===== config.mk =====
export PLATFORM = sky130hd
export DESIGN_NAME = acc_top
export DESIGN_NICKNAME = d
export VERILOG_FILES = /design/src/acc_pkg.sv /design/src/acc_top.sv /design/src/acc_clkdiv.sv /design/src/acc_sar.sv
export VERILOG_INCLUDE_DIRS = /design/src
export SDC_FILE = /design/constraint.sdc
export NUM_CORES = 1
export LEC_CHECK = 0
export ABC_AREA = 1
export BUFFER_PORTS_ARGS = -buffer_cell sky130_fd_sc_hd__buf_2
export CAP_MARGIN = 5
export CORE_MARGIN = 2
export CORE_UTILIZATION = 56
export CTS_BUF_LIST = sky130_fd_sc_hd__clkbuf_4
export CTS_CLUSTER_DIAMETER = 150
export DETAILED_ROUTE_END_ITERATION = 12
export PLACE_DENSITY = 0.82
export SYNTH_ARGS = -nofsm -noshare
export SYNTH_HDL_FRONTEND = slang
export SYNTH_SLANG_ARGS = --single-unit

===== constraint.sdc =====
create_clock -name sys_clk -period 2.3 [get_ports sys_clk]
set_clock_uncertainty 0.1 [all_clocks]
set_input_delay 0 -clock sys_clk [delete_from_list [all_inputs] [get_ports sys_clk]]
set_output_delay 0 -clock sys_clk [all_outputs]
set_load 0.005 [all_outputs]

===== src/acc_defs.svh =====
`ifndef ACC_DEFS_SVH
`define ACC_DEFS_SVH
// register word addresses (byte offsets, one aligned word each)
`define ACC_OFF_CTRL1   8'h00
`define ACC_OFF_CTRL2   8'h04
`define ACC_OFF_CFG     8'h08
`define ACC_OFF_PINDIS  8'h0c
`define ACC_OFF_RESULT  8'h10
`define ACC_OFF_IRQSTAT 8'h14
`define ACC_OFF_IRQMASK 8'h18
// first status/control fields
`define ACC_CH_LSB      0
`define ACC_CH_MSB      4
`define ACC_CH_RSVD     5'h1c
`define ACC_CH_VHIGH    5'h1d
`define ACC_CH_VLOW     5'h1e
`define ACC_CH_OFF      5'h1f
`define ACC_CH_RESET    5'h1f
// trigger/status fields
`define ACC_ACT_BIT     7
`define ACC_TRG_BIT     6
// configuration fields
`define ACC_LPC_BIT     7
`define ACC_DIV_MSB     6
`define ACC_DIV_LSB     5
`define ACC_LSMP_BIT    4
`define ACC_MODE_MSB    3
`define ACC_MODE_LSB    2
`define ACC_ICLK_MSB    1
`define ACC_ICLK_LSB    0
`define ACC_MODE_8      2'h0
`define ACC_MODE_10     2'h2
// pin disable fields
`define ACC_PC9_BIT     1
`define ACC_PC8_BIT     0
// interrupt status bits
`define ACC_IRQ_DONE    0
`define ACC_IRQ_ABORT   1
// sample time in converter half cycles (3.5 and 23.5 cycles)
`define ACC_SMP_SHORT_HALF 8'd7
`define ACC_SMP_LONG_HALF  8'd47
// full scale codes
`define ACC_FULL_10     10'h3ff
`define ACC_FULL_8      10'h0ff
`define ACC_ZERO        10'h000
`endif


===== src/acc_pkg.sv =====
package acc_pkg;
  typedef enum logic [1:0] {
    ACC_RES_8  = 2'h0,
    ACC_RES_R1 = 2'h1,
    ACC_RES_10 = 2'h2,
    ACC_RES_R3 = 2'h3
  } acc_res_t;
  typedef enum logic [1:0] {
    ACC_CLK_BUS  = 2'h0,
    ACC_CLK_BUS2 = 2'h1,
    ACC_CLK_ALT  = 2'h2,
    ACC_CLK_ASYN = 2'h3
  } acc_clksrc_t;
endpackage


===== src/acc_top.sv =====
// The placing of the registers and the Wishbone interface to the registers were chosen for this implementation.
`timescale 1ns/10ps
`include "acc_defs.svh"
module acc_top
  import acc_pkg::*;
(
  input  wire logic        sys_clk,
  input  wire logic        reset_n,
  // classic wishbone slave
  input  wire logic        wb_cyc_i,
  input  wire logic        wb_stb_i,
  input  wire logic        wb_we_i,
  input  wire logic [7:0]  wb_adr_i,
  input  wire logic [3:0]  wb_sel_i,
  input  wire logic [31:0] wb_dat_i,
  output logic [31:0]      wb_dat_o,
  output logic             wb_ack_o,
  output logic             wb_err_o,
  // converter side
  input  wire logic        hardware_trigger_input,
  input  wire logic        cmp_hi,
  input  wire logic        alt_clk_tick,
  input  wire logic        async_clk_tick,
  output logic [4:0]       mux_sel,
  output logic             sample_en,
  output logic [9:0]       dac_code,
  output logic             low_power_select,
  output logic             pin_disable_ch_nine,
  output logic             pin_disable_ch_eight,
  output logic             irq
);
  // software visible registers
  logic [4:0]  channel_select_r;
  logic        trigger_select_r;
  logic [7:0]  cfg_r;
  logic [1:0]  pin_dis_r;
  logic [1:0]  irq_stat_r;
  logic [1:0]  irq_mask_r;
  logic [9:0]  result_r;
  logic        hwt_prev_r;
  logic        ack_nxt;

  // bus decode
  logic        wb_req;
  logic        wr_lane0;
  logic        hit_ctrl1;
  logic        hit_ctrl2;
  logic        hit_cfg;
  logic        hit_pindis;
  logic        hit_result;
  logic        hit_istat;
  logic        hit_imask;
  logic        hit_any;
  logic [31:0] rd_mux;

  // conversion control
  logic        conv_tick;
  logic        sar_busy;
  logic        sar_done;
  logic [9:0]  sar_result;
  logic [9:0]  sar_trial;
  logic        sar_sample;
  logic        module_off;
  logic        sw_start;
  logic        hw_start;
  logic        start;
  logic        abort;
  logic        ten_bit;
  logic        ref_hi_sel;
  logic        ref_lo_sel;
  logic        eff_cmp;
  logic        done_ev;
  logic        abort_ev;
  logic [7:0]  ctrl2_rd;
  logic [9:0]  dac_nxt;
  logic        dac_settled;
  logic        sar_tick;

  // a request is served once: ack drops the cycle after it is given
  assign wb_req     = wb_cyc_i & wb_stb_i & ~wb_ack_o & ~wb_err_o;
  assign wr_lane0   = wb_req & wb_we_i & wb_sel_i[0];
  assign hit_ctrl1  = (wb_adr_i == `ACC_OFF_CTRL1);
  assign hit_ctrl2  = (wb_adr_i == `ACC_OFF_CTRL2);
  assign hit_cfg    = (wb_adr_i == `ACC_OFF_CFG);
  assign hit_pindis = (wb_adr_i == `ACC_OFF_PINDIS);
  assign hit_result = (wb_adr_i == `ACC_OFF_RESULT);
  assign hit_istat  = (wb_adr_i == `ACC_OFF_IRQSTAT);
  assign hit_imask  = (wb_adr_i == `ACC_OFF_IRQMASK);
  assign hit_any    = hit_ctrl1 | hit_ctrl2 | hit_cfg | hit_pindis |
                      hit_result | hit_istat | hit_imask;
  assign ack_nxt    = wb_req & hit_any;

  // status byte: active flag is live converter state
  assign ctrl2_rd = {sar_busy, trigger_select_r, 6'h00};

  // read data, narrow registers in the low bits
  assign rd_mux = hit_ctrl1  ? {27'h0, channel_select_r} :
                  hit_ctrl2  ? {24'h0, ctrl2_rd} :
                  hit_cfg    ? {24'h0, cfg_r} :
                  hit_pindis ? {30'h0, pin_dis_r} :
                  hit_result ? {22'h0, result_r} :
                  hit_istat  ? {30'h0, irq_stat_r} :
                  hit_imask  ? {30'h0, irq_mask_r} : 32'h0;

  // trigger paths
  assign module_off = (channel_select_r == `ACC_CH_OFF);
  // software start on a write of the first control register naming a channel other than off, while software trigger is chosen
  assign sw_start = wr_lane0 & hit_ctrl1 & ~trigger_select_r &
                    (wb_dat_i[4:0] != `ACC_CH_OFF);
  // rising edge of the pin, only while hardware trigger is chosen
  assign hw_start = trigger_select_r & hardware_trigger_input &
                    ~hwt_prev_r & ~module_off;
  assign start    = (sw_start | hw_start) & ~sar_busy;
  // a new write to either control register or to config aborts a running one
  assign abort    = sar_busy & wr_lane0 & (hit_ctrl1 | hit_cfg | hit_ctrl2);
  assign abort_ev = abort;
  assign done_ev  = sar_done;

  assign ten_bit    = (cfg_r[`ACC_MODE_MSB:`ACC_MODE_LSB] == ACC_RES_10);
  assign ref_hi_sel = (channel_select_r == `ACC_CH_VHIGH);
  assign ref_lo_sel = (channel_select_r == `ACC_CH_VLOW);
  // internal references force the comparator: high gives full scale
  assign eff_cmp = ref_hi_sel ? 1'b1 : ref_lo_sel ? 1'b0 : cmp_hi;
  // eight bit trials sit in the top of the ten bit ladder
  assign dac_nxt     = ten_bit ? sar_trial : 10'({sar_trial[7:0], 2'h0});
  // comparator sees the registered ladder code: a step waits until the
  // ladder holds the current trial, costing a cycle per bit at ratio 1
  assign dac_settled = (dac_code == dac_nxt);
  assign sar_tick    = conv_tick & (sar_sample | dac_settled);

  acc_clkdiv u_div (
    .sys_clk    (sys_clk),
    .reset_n    (reset_n),
    .run        (sar_busy),
    .src_sel    (cfg_r[`ACC_ICLK_MSB:`ACC_ICLK_LSB]),
    .div_sel    (cfg_r[`ACC_DIV_MSB:`ACC_DIV_LSB]),
    .alt_tick   (alt_clk_tick),
    .async_tick (async_clk_tick),
    .conv_tick  (conv_tick)
  );

  acc_sar u_sar (
    .sys_clk   (sys_clk),
    .reset_n   (reset_n),
    .start     (start),
    .abort     (abort),
    .tick      (sar_tick),
    .ten_bit   (ten_bit),
    .long_smp  (cfg_r[`ACC_LSMP_BIT]),
    .cmp_hi    (eff_cmp),
    .sample_en (sar_sample),
    .trial     (sar_trial),
    .busy      (sar_busy),
    .done      (sar_done),
    .result    (sar_result)
  );

  // bus answer: one cycle after the request, unmapped gets err
  always_ff @(posedge sys_clk) begin
    if (!reset_n) begin
      wb_ack_o <= 1'b0;
      wb_err_o <= 1'b0;
      wb_dat_o <= 32'h0;
    end else begin
      wb_ack_o <= ack_nxt;
      wb_err_o <= wb_req & ~hit_any;
      wb_dat_o <= ack_nxt ? rd_mux : 32'h0;
    end
  end

  // control registers, written through byte lane 0
  always_ff @(posedge sys_clk) begin
    if (!reset_n) begin
      channel_select_r <= `ACC_CH_RESET;
      trigger_select_r <= 1'b0;
      cfg_r            <= 8'h00;
      pin_dis_r        <= 2'h0;
      irq_mask_r       <= 2'h0;
    end else if (wr_lane0) begin
      if (hit_ctrl1) channel_select_r <= wb_dat_i[4:0];
      // bits 5:0 are reserved and dropped; software writes them as zero
      if (hit_ctrl2) trigger_select_r <= wb_dat_i[`ACC_TRG_BIT];
      if (hit_cfg) cfg_r <= wb_dat_i[7:0];
      if (hit_pindis) pin_dis_r <= wb_dat_i[1:0];
      if (hit_imask) irq_mask_r <= wb_dat_i[1:0];
    end
  end

  // sticky events: a set in the clearing cycle wins
  always_ff @(posedge sys_clk) begin
    if (!reset_n) begin
      irq_stat_r <= 2'h0;
    end else begin
      irq_stat_r <= (irq_stat_r &
                     ~((wr_lane0 & hit_istat) ? wb_dat_i[1:0] : 2'h0)) |
                    {abort_ev, done_ev};
    end
  end

  // result holding and trigger edge memory
  always_ff @(posedge sys_clk) begin
    if (!reset_n) begin
      result_r   <= `ACC_ZERO;
      hwt_prev_r <= 1'b0;
    end else begin
      hwt_prev_r <= hardware_trigger_input;
      if (sar_done) begin
        // eight bit mode keeps only the low byte so full scale is ff
        result_r <= ten_bit ? sar_result : (sar_result & `ACC_FULL_8);
      end
    end
  end

  // registered outputs toward the analog front end
  always_ff @(posedge sys_clk) begin
    if (!reset_n) begin
      mux_sel              <= `ACC_CH_RESET;
      sample_en            <= 1'b0;
      dac_code             <= 10'h000;
      low_power_select     <= 1'b0;
      pin_disable_ch_nine  <= 1'b0;
      pin_disable_ch_eight <= 1'b0;
      irq                  <= 1'b0;
    end else begin
      mux_sel              <= channel_select_r;
      sample_en            <= sar_sample;
      dac_code             <= dac_nxt;
      low_power_select     <= cfg_r[`ACC_LPC_BIT];
      pin_disable_ch_nine  <= pin_dis_r[`ACC_PC9_BIT];
      pin_disable_ch_eight <= pin_dis_r[`ACC_PC8_BIT];
      irq                  <= |(irq_stat_r & irq_mask_r);
    end
  end
endmodule


===== src/acc_clkdiv.sv =====
`timescale 1ns/10ps
`include "acc_defs.svh"
// converter clock enable: source select then 1/2/4/8 divider
module acc_clkdiv
  import acc_pkg::*;
(
  input  wire logic       sys_clk,
  input  wire logic       reset_n,
  input  wire logic       run,
  input  wire logic [1:0] src_sel,
  input  wire logic [1:0] div_sel,
  input  wire logic       alt_tick,
  input  wire logic       async_tick,
  output logic            conv_tick
);
  logic       half_r;
  logic [2:0] cnt_r;
  logic       src_tick;
  logic [2:0] limit;

  // input clock source as a one-cycle enable
  assign src_tick = (src_sel == ACC_CLK_BUS)  ? 1'b1 :
                    (src_sel == ACC_CLK_BUS2) ? half_r :
                    (src_sel == ACC_CLK_ALT)  ? alt_tick : async_tick;
  // ratio 1,2,4,8 from a two-bit code
  assign limit = 3'((4'h1 << div_sel) - 4'h1);
  // tick is left unregistered: a registered one would stretch sampling
  // by a whole converter cycle at ratio 1
  assign conv_tick = run & src_tick & (cnt_r == limit);

  // bus/2 phase also restarts per conversion, so timing is repeatable
  always_ff @(posedge sys_clk) begin
    if (!reset_n || !run) begin
      half_r <= 1'b0;
    end else begin
      half_r <= ~half_r;
    end
  end

  // counter restarts with each conversion so phase is repeatable
  always_ff @(posedge sys_clk) begin
    if (!reset_n || !run) begin
      cnt_r <= 3'h0;
    end else if (src_tick) begin
      cnt_r <= (cnt_r == limit) ? 3'h0 : 3'(cnt_r + 3'h1);
    end
  end
endmodule


===== src/acc_sar.sv =====
`timescale 1ns/10ps
`include "acc_defs.svh"
// successive approximation sequencer against a comparator input
module acc_sar
  import acc_pkg::*;
(
  input  wire logic       sys_clk,
  input  wire logic       reset_n,
  input  wire logic       start,
  input  wire logic       abort,
  input  wire logic       tick,
  input  wire logic       ten_bit,
  input  wire logic       long_smp,
  input  wire logic       cmp_hi,
  output logic            sample_en,
  output logic [9:0]      trial,
  output logic            busy,
  output logic            done,
  output logic [9:0]      result
);
  typedef enum logic [1:0] {S_IDLE, S_SAMPLE, S_CONVERT} acc_sar_st_t;
  acc_sar_st_t st_r;
  logic [7:0]  half_r;
  logic [3:0]  bit_r;
  logic [9:0]  code_r;
  logic [7:0]  smp_half;
  logic [3:0]  top_bit;

  // sampling counted in converter half cycles: two per tick
  assign smp_half  = long_smp ? `ACC_SMP_LONG_HALF : `ACC_SMP_SHORT_HALF;
  assign top_bit   = ten_bit ? 4'd9 : 4'd7;
  assign sample_en = (st_r == S_SAMPLE);
  assign busy      = (st_r != S_IDLE);
  // trial weight being tested this step
  assign trial     = code_r | (10'h001 << bit_r);

  always_ff @(posedge sys_clk) begin
    if (!reset_n) begin
      st_r   <= S_IDLE;
      half_r <= 8'h00;
      bit_r  <= 4'h0;
      code_r <= 10'h000;
      done   <= 1'b0;
      result <= 10'h000;
    end else begin
      done <= 1'b0;
      unique case (st_r)
        S_IDLE: begin
          if (start) begin
            st_r   <= S_SAMPLE;
            half_r <= 8'h00;
            code_r <= 10'h000;
            bit_r  <= top_bit;
          end
        end
        S_SAMPLE: begin
          if (abort) begin
            st_r <= S_IDLE;
          end else if (tick) begin
            half_r <= 8'(half_r + 8'd2);
            if (8'(half_r + 8'd2) >= smp_half) begin
              st_r <= S_CONVERT; // odd half cycle rounds up to a tick
            end
          end
        end
        S_CONVERT: begin
          if (abort) begin
            st_r <= S_IDLE;
          end else if (tick) begin
            // above-or-equal keeps the bit: saturates to full scale
            if (cmp_hi) begin
              code_r <= trial;
            end
            if (bit_r == 4'h0) begin
              st_r   <= S_IDLE;
              done   <= 1'b1;
              result <= cmp_hi ? trial : code_r;
            end else begin
              bit_r <= 4'(bit_r - 4'h1);
            end
          end
        end
      endcase
    end
  end
endmodule


==> results_dict.tcl, run 1 <==
set metrics [dict create \
    start_kind "flop" \
    post-place-ws_ns -0.09909 \
    antenna_found_initial 1 \
    cts.htree.levels 3 \
    rows 34 \
    path_common_cell "nand2_4" \
    seq_area_frac_synth 0.4133 \
    drt_pass1_iterations 5 \
    syn_area_um2 4892 \
    outcome "complete, but fails checks" \
    critical_path.slowest_cell "dfxtp_4" \
    setup_viol 18 \
    switching_power_mw 2.238 \
    crit_chain "inv_2, ha_4, nand3_1, nand3_1, nand2_1, or2_1, nand2_1, nor2_2, nand3_2, nand2_4, buf_6, nand2_4, nand2_4, buf_12, nand2_4, nand2_1, a21oi_1" \
    die_area_um2 9499 \
    die_y_um 97.47 \
    clock_latency_ns 0.47 \
    path_max_fanout 5 \
    numCtsBuffers 9 \
    grt_max_degree 64 \
    p_comb_frac 0.450 \
    final_nets 861 \
    hold_viol 0 \
    synthFlopType "dfxtp_1" \
    track_usage 0.2493 \
    power_frac_seq 0.366 \
    ys_warn_count 0 \
    relSlewSlack 0.5964 \
    rsz0062_at_grt "true" \
    cp_data_required_time_ns 2.61 \
    drv_cap 0 \
    final_antenna_net_count 0 \
    clkPwrFrac 0.184 \
    fin_crit_sh 1.028 \
    cts-root-to-sink-buffers 2 \
    fin_crit_ns 2.364 \
    via_count 4917 \
    cts_tree "done" \
    portBuffers 57 \
    postSynth.asyncResetShare 0 \
    first_global_vias 4580 \
    critPathArrivalTime_ns 2.67 \
    ioPinCount 107 \
    tightest_slew_ns 0.6054 \
    p_leak_nw 2.837 \
    via_per_inst 5.403 \
    start_util 0.5693 \
    grt_first_pass_wirelength_mm 19.75 \
    routedWlPerCell_um 15.03 \
    clkSinkCount 101 \
    drc_errors 0 \
    drive_gt1_frac 0.2422 \
    clk_pin_slew_ns 0.17 \
    root_buffer "clkbuf_4" \
    routabilityCongestion 0.9442 \
    wirelength_mm 13.67 \
    final_max_slew_viol_count 0 \
    avgSynthCellArea_um2 7.335 \
    internal-power_mw 3.196 \
    synthCells 667 \
    peakVddDrop_uv 591.1 \
    drt_iter0_drc 347 \
    violations "negative setup slack" \
    hold_path_class "input port to flop" \
    critPathKind "flop to flop" \
    synth-edff-count 0 \
    synth-seq-cells 101 \
    area_delta_synth_final_pct 27.01 \
    die_w_um 97.47 \
    powerDensity_nw_per_um2 874.5 \
    cpPeakStageDelay_ns 0.39 \
    cp_num_buf_inv 3 \
    crit_family "simple AND/OR/NAND/NOR gates" \
    fmax_mhz 423.0 \
    crit_path_end_kind "flop" \
    timing.hold.ws_ns 0.05991 \
    grt-ovfl-total 0 \
    power.share.switching 0.4118 \
    worst_slack_ns -0.06425 \
    dp_hpwl_mm 8.115 \
    core-area_um2 8593 \
    synth.distinct_cells 42 \
]
==> registers in the layout (all words and copies together) (netlist names), 5 cells and up <==
register / count
cfg_r: 8
channel_select_r: 5
dac_code: 10
mux_sel: 5
result_r: 10
u_sar.code_r: 10
u_sar.half_r: 7
u_sar.result: 10
wb_dat_o: 10
==> cells by family after synthesis <==
| family | synth area share |
|---|---|
| and+or+nand+nor | 0.2721 |
| buffers and inverters | 0.1182 |
| DFF | 0.4133 |
| AOI/OAI and AO/OA | 0.1488 |
| adders and majority gates | 0.03069 |
| xor gates and xnor gates | 0.01611 |
| other | 0.0007665 |
==> routing by layer <==
layer | GRT usage | up-vias | routed length (um)
met5 | 0 | - | 0
met4 | 0.09936 | 0 | 474
met3 | 0.05612 | 48 | 933
met2 | 0.4398 | 265 | 6845
met1 | 0.2928 | 2235 | 5421
li1 | - | 2369 | -
==> cell usage after synthesis, types with 2 or more instances <==
library cell	n	area share
o21a_1	4	0.0061
a21oi_1	59	0.060
nor3_1	8	0.0082
nor2_1	69	0.053
ha_1	12	0.031
nor2_4	4	0.0092
buf_4	23	0.035
o21ai_0	36	0.037
nand4_1	5	0.0064
xnor2_1	3	0.0054
dfxtp_1	101	0.41
o211ai_1	6	0.0092
inv_1	80	0.061
buf_6	4	0.0092
nand3_2	4	0.0082
nand2_1	145	0.11
nand2_2	5	0.0064
inv_2	5	0.0038
a31oi_1	4	0.0051
nor2_2	2	0.0026
nand3_1	31	0.032
xor2_1	6	0.011
a221oi_1	4	0.0072
nand3b_1	5	0.0077
o21ai_1	10	0.010
o21bai_1	2	0.0031
o31ai_1	3	0.0046
or2_2	2	0.0026
clkbuf_1	9	0.0069
nand2_4	4	0.0092
==> worst min-delay path, delay by kind of cell <==
| kind | cells | cell delay (ns) |
|---|---|---|
| AO/OA/AOI/OAI | 2 | 0.22 |
| AND/OR/NAND/NOR | 2 | 0.15 |
| buffers and inverters | 3 | 0.23 |
==> path summary, 6_finish.rpt <==
kind,from,endpoint,slack (ns),depth (start not counted)
worst min-delay path,alt_clk_tick,u_div.cnt_r[1]$_SDFFE_PP0N_,0.06,7
worst min register to register,result_r[8]$_SDFFE_PN0P_,wb_dat_o[8]$_SDFF_PP0_,0.33,2
worst max-delay path,u_sar.bit_r[0]$_SDFFE_PN0P_,u_sar.code_r[7]$_SDFFE_PN0P_,-0.06,17
worst max register to register,u_sar.bit_r[0]$_SDFFE_PN0P_,u_sar.code_r[7]$_SDFFE_PN0P_,-0.06,17
==> metrics by stage <==
| stage | area, um^2 | std cells | utilization | total power [mW] | setup TNS (ns) |
|---|---|---|---|---|---|
| 6_report | 6213 | 910 | 0.7231 | 5.434 | -0.6670 |
| 5_1_grt | 6213 | 910 | 0.7231 | 5.666 | -4.587 |
| 4_1_cts | 5831 | 891 | 0.6785 | 4.637 | 0 |
| 3_5_place_dp | 5346 | 844 | 0.6222 | 3.577 | -1.381 |
| 3_3_place_gp | 5346 | 844 | 0.6222 | 3.516 | -0.2366 |
| 2_1_floorplan | 4971 | 688 | - | 3.113 | 0 |
==> timing repair <==
| action | CTS | global route |
|---|---|---|
| buffers inserted | 1 | 15 |
| pin swaps | 0 | 22 |
| endpoints found under the hold margin | 46 | 0 |
| hold buffers | 30 | 0 |
| cloned | 0 | 3 |
| endpoints found under the setup margin | 24 | 34 |
| gates resized for setup | 11 | 54 |
==> cells in the final DEF (no fill, tap or decap), drive strengths merged, types with 5 or more instances in the layout <==
master	instances
nor2	76
a21oi	60
o21ai	46
conb	22
nand3b	5
xor2	6
clkbuf	9
inv	89
buf	101
o211ai	6
nand2	155
nand4	9
dlygate4sd3	30
nand3	36
ha	12
dfxtp	101
nor3	8
==> power by group through the flow <==
stage / registers, mW / logic [mW] / clock network [mW]
after global routing: 2.00 / 2.61 / 1.06
after floorplan: 1.95 / 1.17 / 0
after CTS: 1.95 / 1.69 / 1.00
final: 1.99 / 2.45 / 0.999
after global placement: 1.97 / 1.54 / 0
after detailed placement: 1.98 / 1.60 / 0
==> final cells by class <==
cell class              count  area [um^2]
multi-input cells         467         2620
fillers                   627         2380
flip-flops and latches    101         2038
repair buffers            131        943.4
inverters                  86        327.8
well taps                 108        135.1
clock inverters             7        78.83
clock buffers               9        67.56
diodes                      1        2.502
No activity file was read; power rests on OpenSTA's default activity.
==> inputs of run 2 (changes only) <==
--- a/config.mk
+++ b/config.mk
@@ -9,7 +9,6 @@
 export ABC_AREA = 1
 export BUFFER_PORTS_ARGS = -buffer_cell sky130_fd_sc_hd__buf_2
 export CAP_MARGIN = 5
-export CORE_MARGIN = 2
 export CORE_UTILIZATION = 56
 export CTS_BUF_LIST = sky130_fd_sc_hd__clkbuf_4
 export CTS_CLUSTER_DIAMETER = 150
==> constraint.sdc (replaced) <==
create_clock -name sys_clk -period 2.3 [get_ports sys_clk]
set_clock_uncertainty 0.1 [all_clocks]
set_input_delay 0.46 -clock sys_clk [delete_from_list [all_inputs] [get_ports sys_clk]]
set_output_delay 0.46 -clock sys_clk [all_outputs]
set_load 0.005 [all_outputs]
==> run 2 against run 1 <==
- the flow now finishes without violations
- non-clock buffer count decreased by 42
- global-route usage increased by 0.32 points
- via count fell by 5.7%
- clock power fell by 8.5%
- worst hold slack improved by 0.028 ns
- first-iteration DRC count down 46%
- die area shrank 4.1%
- count of clock-buffer cells in the layout up 2
- core utilization down 3.7 points
- final area is 7.9% lower
- maximum frequency up 5.0%
- largest cell class unchanged
==> results_dict.tcl, run 2 (synthesis gave the netlist of run 1 again) <==
set metrics [dict create \
    outcome "finished, final reports clean" \
    cts-root-to-sink-buffers 2 \
    fmax_mhz 444.2 \
    final_max_slew_viol_count 0 \
    drt_iter0_drc 186 \
    area_delta_synth_final_pct 17.03 \
    final_util 0.6865 \
    wirelength_mm 12.01 \
    first_global_vias 4053 \
    fillers 687 \
    die_area_um2 9114 \
    p_leak_nw 2.620 \
    cts_tree "done" \
    core-area_um2 8341 \
    critPathArrivalTime_ns 2.54 \
    relSlewSlack 0.6108 \
    drc_errors 0 \
    start_kind "flop" \
    layout_commonest_cell "nand2_1" \
    diodes 0 \
    via_per_inst 5.374 \
    routabilityCongestion 0.8780 \
    clk_pin_slew_ns 0.14 \
    drive_gt1_frac 0.2269 \
    root_buffer "clkbuf_4" \
    antenna_found_initial 0 \
    cp_data_required_time_ns 2.59 \
    powerDensity_nw_per_um2 828.9 \
    timing.hold.ws_ns 0.08768 \
    final_antenna_net_count 0 \
    cts.htree.levels 3 \
    fin_crit_ns 2.251 \
    numCtsBuffers 9 \
    grt_first_pass_wirelength_mm 17.75 \
    fin_crit_sh 0.9788 \
    routedWlPerCell_um 13.92 \
    setup_viol 0 \
    drv_cap 0 \
    peakVddDrop_uv 702.2 \
    rows 33 \
    p_total_mw 4.746 \
    dp_hpwl_mm 8.160 \
    hold_viol 0 \
    rsz0062_at_grt "true" \
    clock_latency_ns 0.46 \
    portBuffers 57 \
    die_y_um 95.47 \
    grt-ovfl-total 0 \
    final_nets 818 \
    critPathKind "flop to flop" \
    drt_pass1_iterations 5 \
    track_usage 0.2524 \
    die_w_um 95.47 \
    crit_path_end_kind "flop" \
    start_util 0.5866 \
    ioPinCount 107 \
    tightest_slew_ns 0.5838 \
    hold_path_class "input port to flop" \
    clkSinkCount 101 \
    layout_common_cells "nand2_1 (140), dfxtp_1 (95), inv_1 (78)" \
    grt_max_degree 64 \
    path_max_fanout 7 \
    via_count 4638 \
]
## run 2: cell types whose count changed in the layout (fill, tap and decap cells not counted), moves of 3 or more
| cell | change |
|---|---|
| nand2_4 | -3 |
| inv_6 | -3 |
| nand2_1 | +3 |
| buf_4 | -10 |
| dlygate4sd3_1 | -30 |
| a21oi_2 | -3 |
| a21oi_1 | +4 |
## run 2: layer usage
| layer | wire (um) | global-route usage |
|---|---|---|
| met5 | 0 | 0 |
| met1 | 4906 | 0.2908 |
| met3 | 817 | 0.05901 |
| met2 | 5851 | 0.4393 |
| met4 | 436 | 0.1194 |
## run 2: path summary, 6_finish.rpt
path	endpoint	cells past startpoint	start	slack [ns]
worst max register to register	u_sar.bit_r[0]$_SDFFE_PN0P_	18	u_sar.bit_r[0]$_SDFFE_PN0P_	0.05
worst min register to register	u_div.half_r$_SDFF_PP0_	1	u_div.half_r$_SDFF_PP0_	0.33
worst max-delay path	u_sar.bit_r[0]$_SDFFE_PN0P_	18	u_sar.bit_r[0]$_SDFFE_PN0P_	0.05
worst min-delay path	hwt_prev_r$_SDFF_PN0_	3	hardware_trigger_input	0.09
## run 2: power breakdown
part           switching, mW  leakage [nW]  internal, mW
Clock                  0.564        0.0743         0.350
Combinational           1.18          1.73         0.667
Sequential             0.124         0.819          1.86
## run 2: worst max-delay path: stages (launching register included)
cell and delay [ns]:
dfxtp_4 0.41, buf_6 0.10, ha_4 0.17, nand2_2 0.08
nand3_1 0.13, nand2_1 0.09, nand2_1 0.07, nand2_1 0.05
inv_1 0.05, nand2_1 0.06, nor2_2 0.13, nand3_2 0.12
nand2_4 0.14, nand2_4 0.06, nand2_4 0.07, nand3_4 0.10
nand2_1 0.09, nand2_1 0.05, nor2_1 0.12
## run 2: stage by stage
step                      instance area, um^2  worst slack (ns)  instances  setup TNS (ns)
after floorplan                          4971            0.2578        688               0
after global placement                   5283           0.02391        833               0
after detailed placement                 5283          -0.05473        833         -0.2398
after CTS                                5431           0.02710        850               0
after global routing                     5725          -0.05448        863         -0.4934
final                                    5725           0.04885        863               0
## run 2: cell type report
class / count / area, um^2 / share of cell area
Clock buffer: 11 / 82.58 / 0.01442
Clock inverter: 5 / 51.30 / 0.008960
Inverter: 86 / 325.3 / 0.05682
Multi-Input combinational cell: 466 / 2552 / 0.4458
Sequential cell: 101 / 2037 / 0.3558
Tap cell: 105 / 131.4 / 0.02295
Timing Repair Buffer: 89 / 545.5 / 0.09528
## run 2: timing repair
| item | CTS | global route |
|---|---|---|
| setup buffers | 0 | 12 |
| pin swaps | 0 | 16 |
| endpoints found under the setup margin | 9 | 31 |
| gates resized for setup | 2 | 45 |
| hold buffers | 0 | 0 |
| cloned | 1 | 1 |
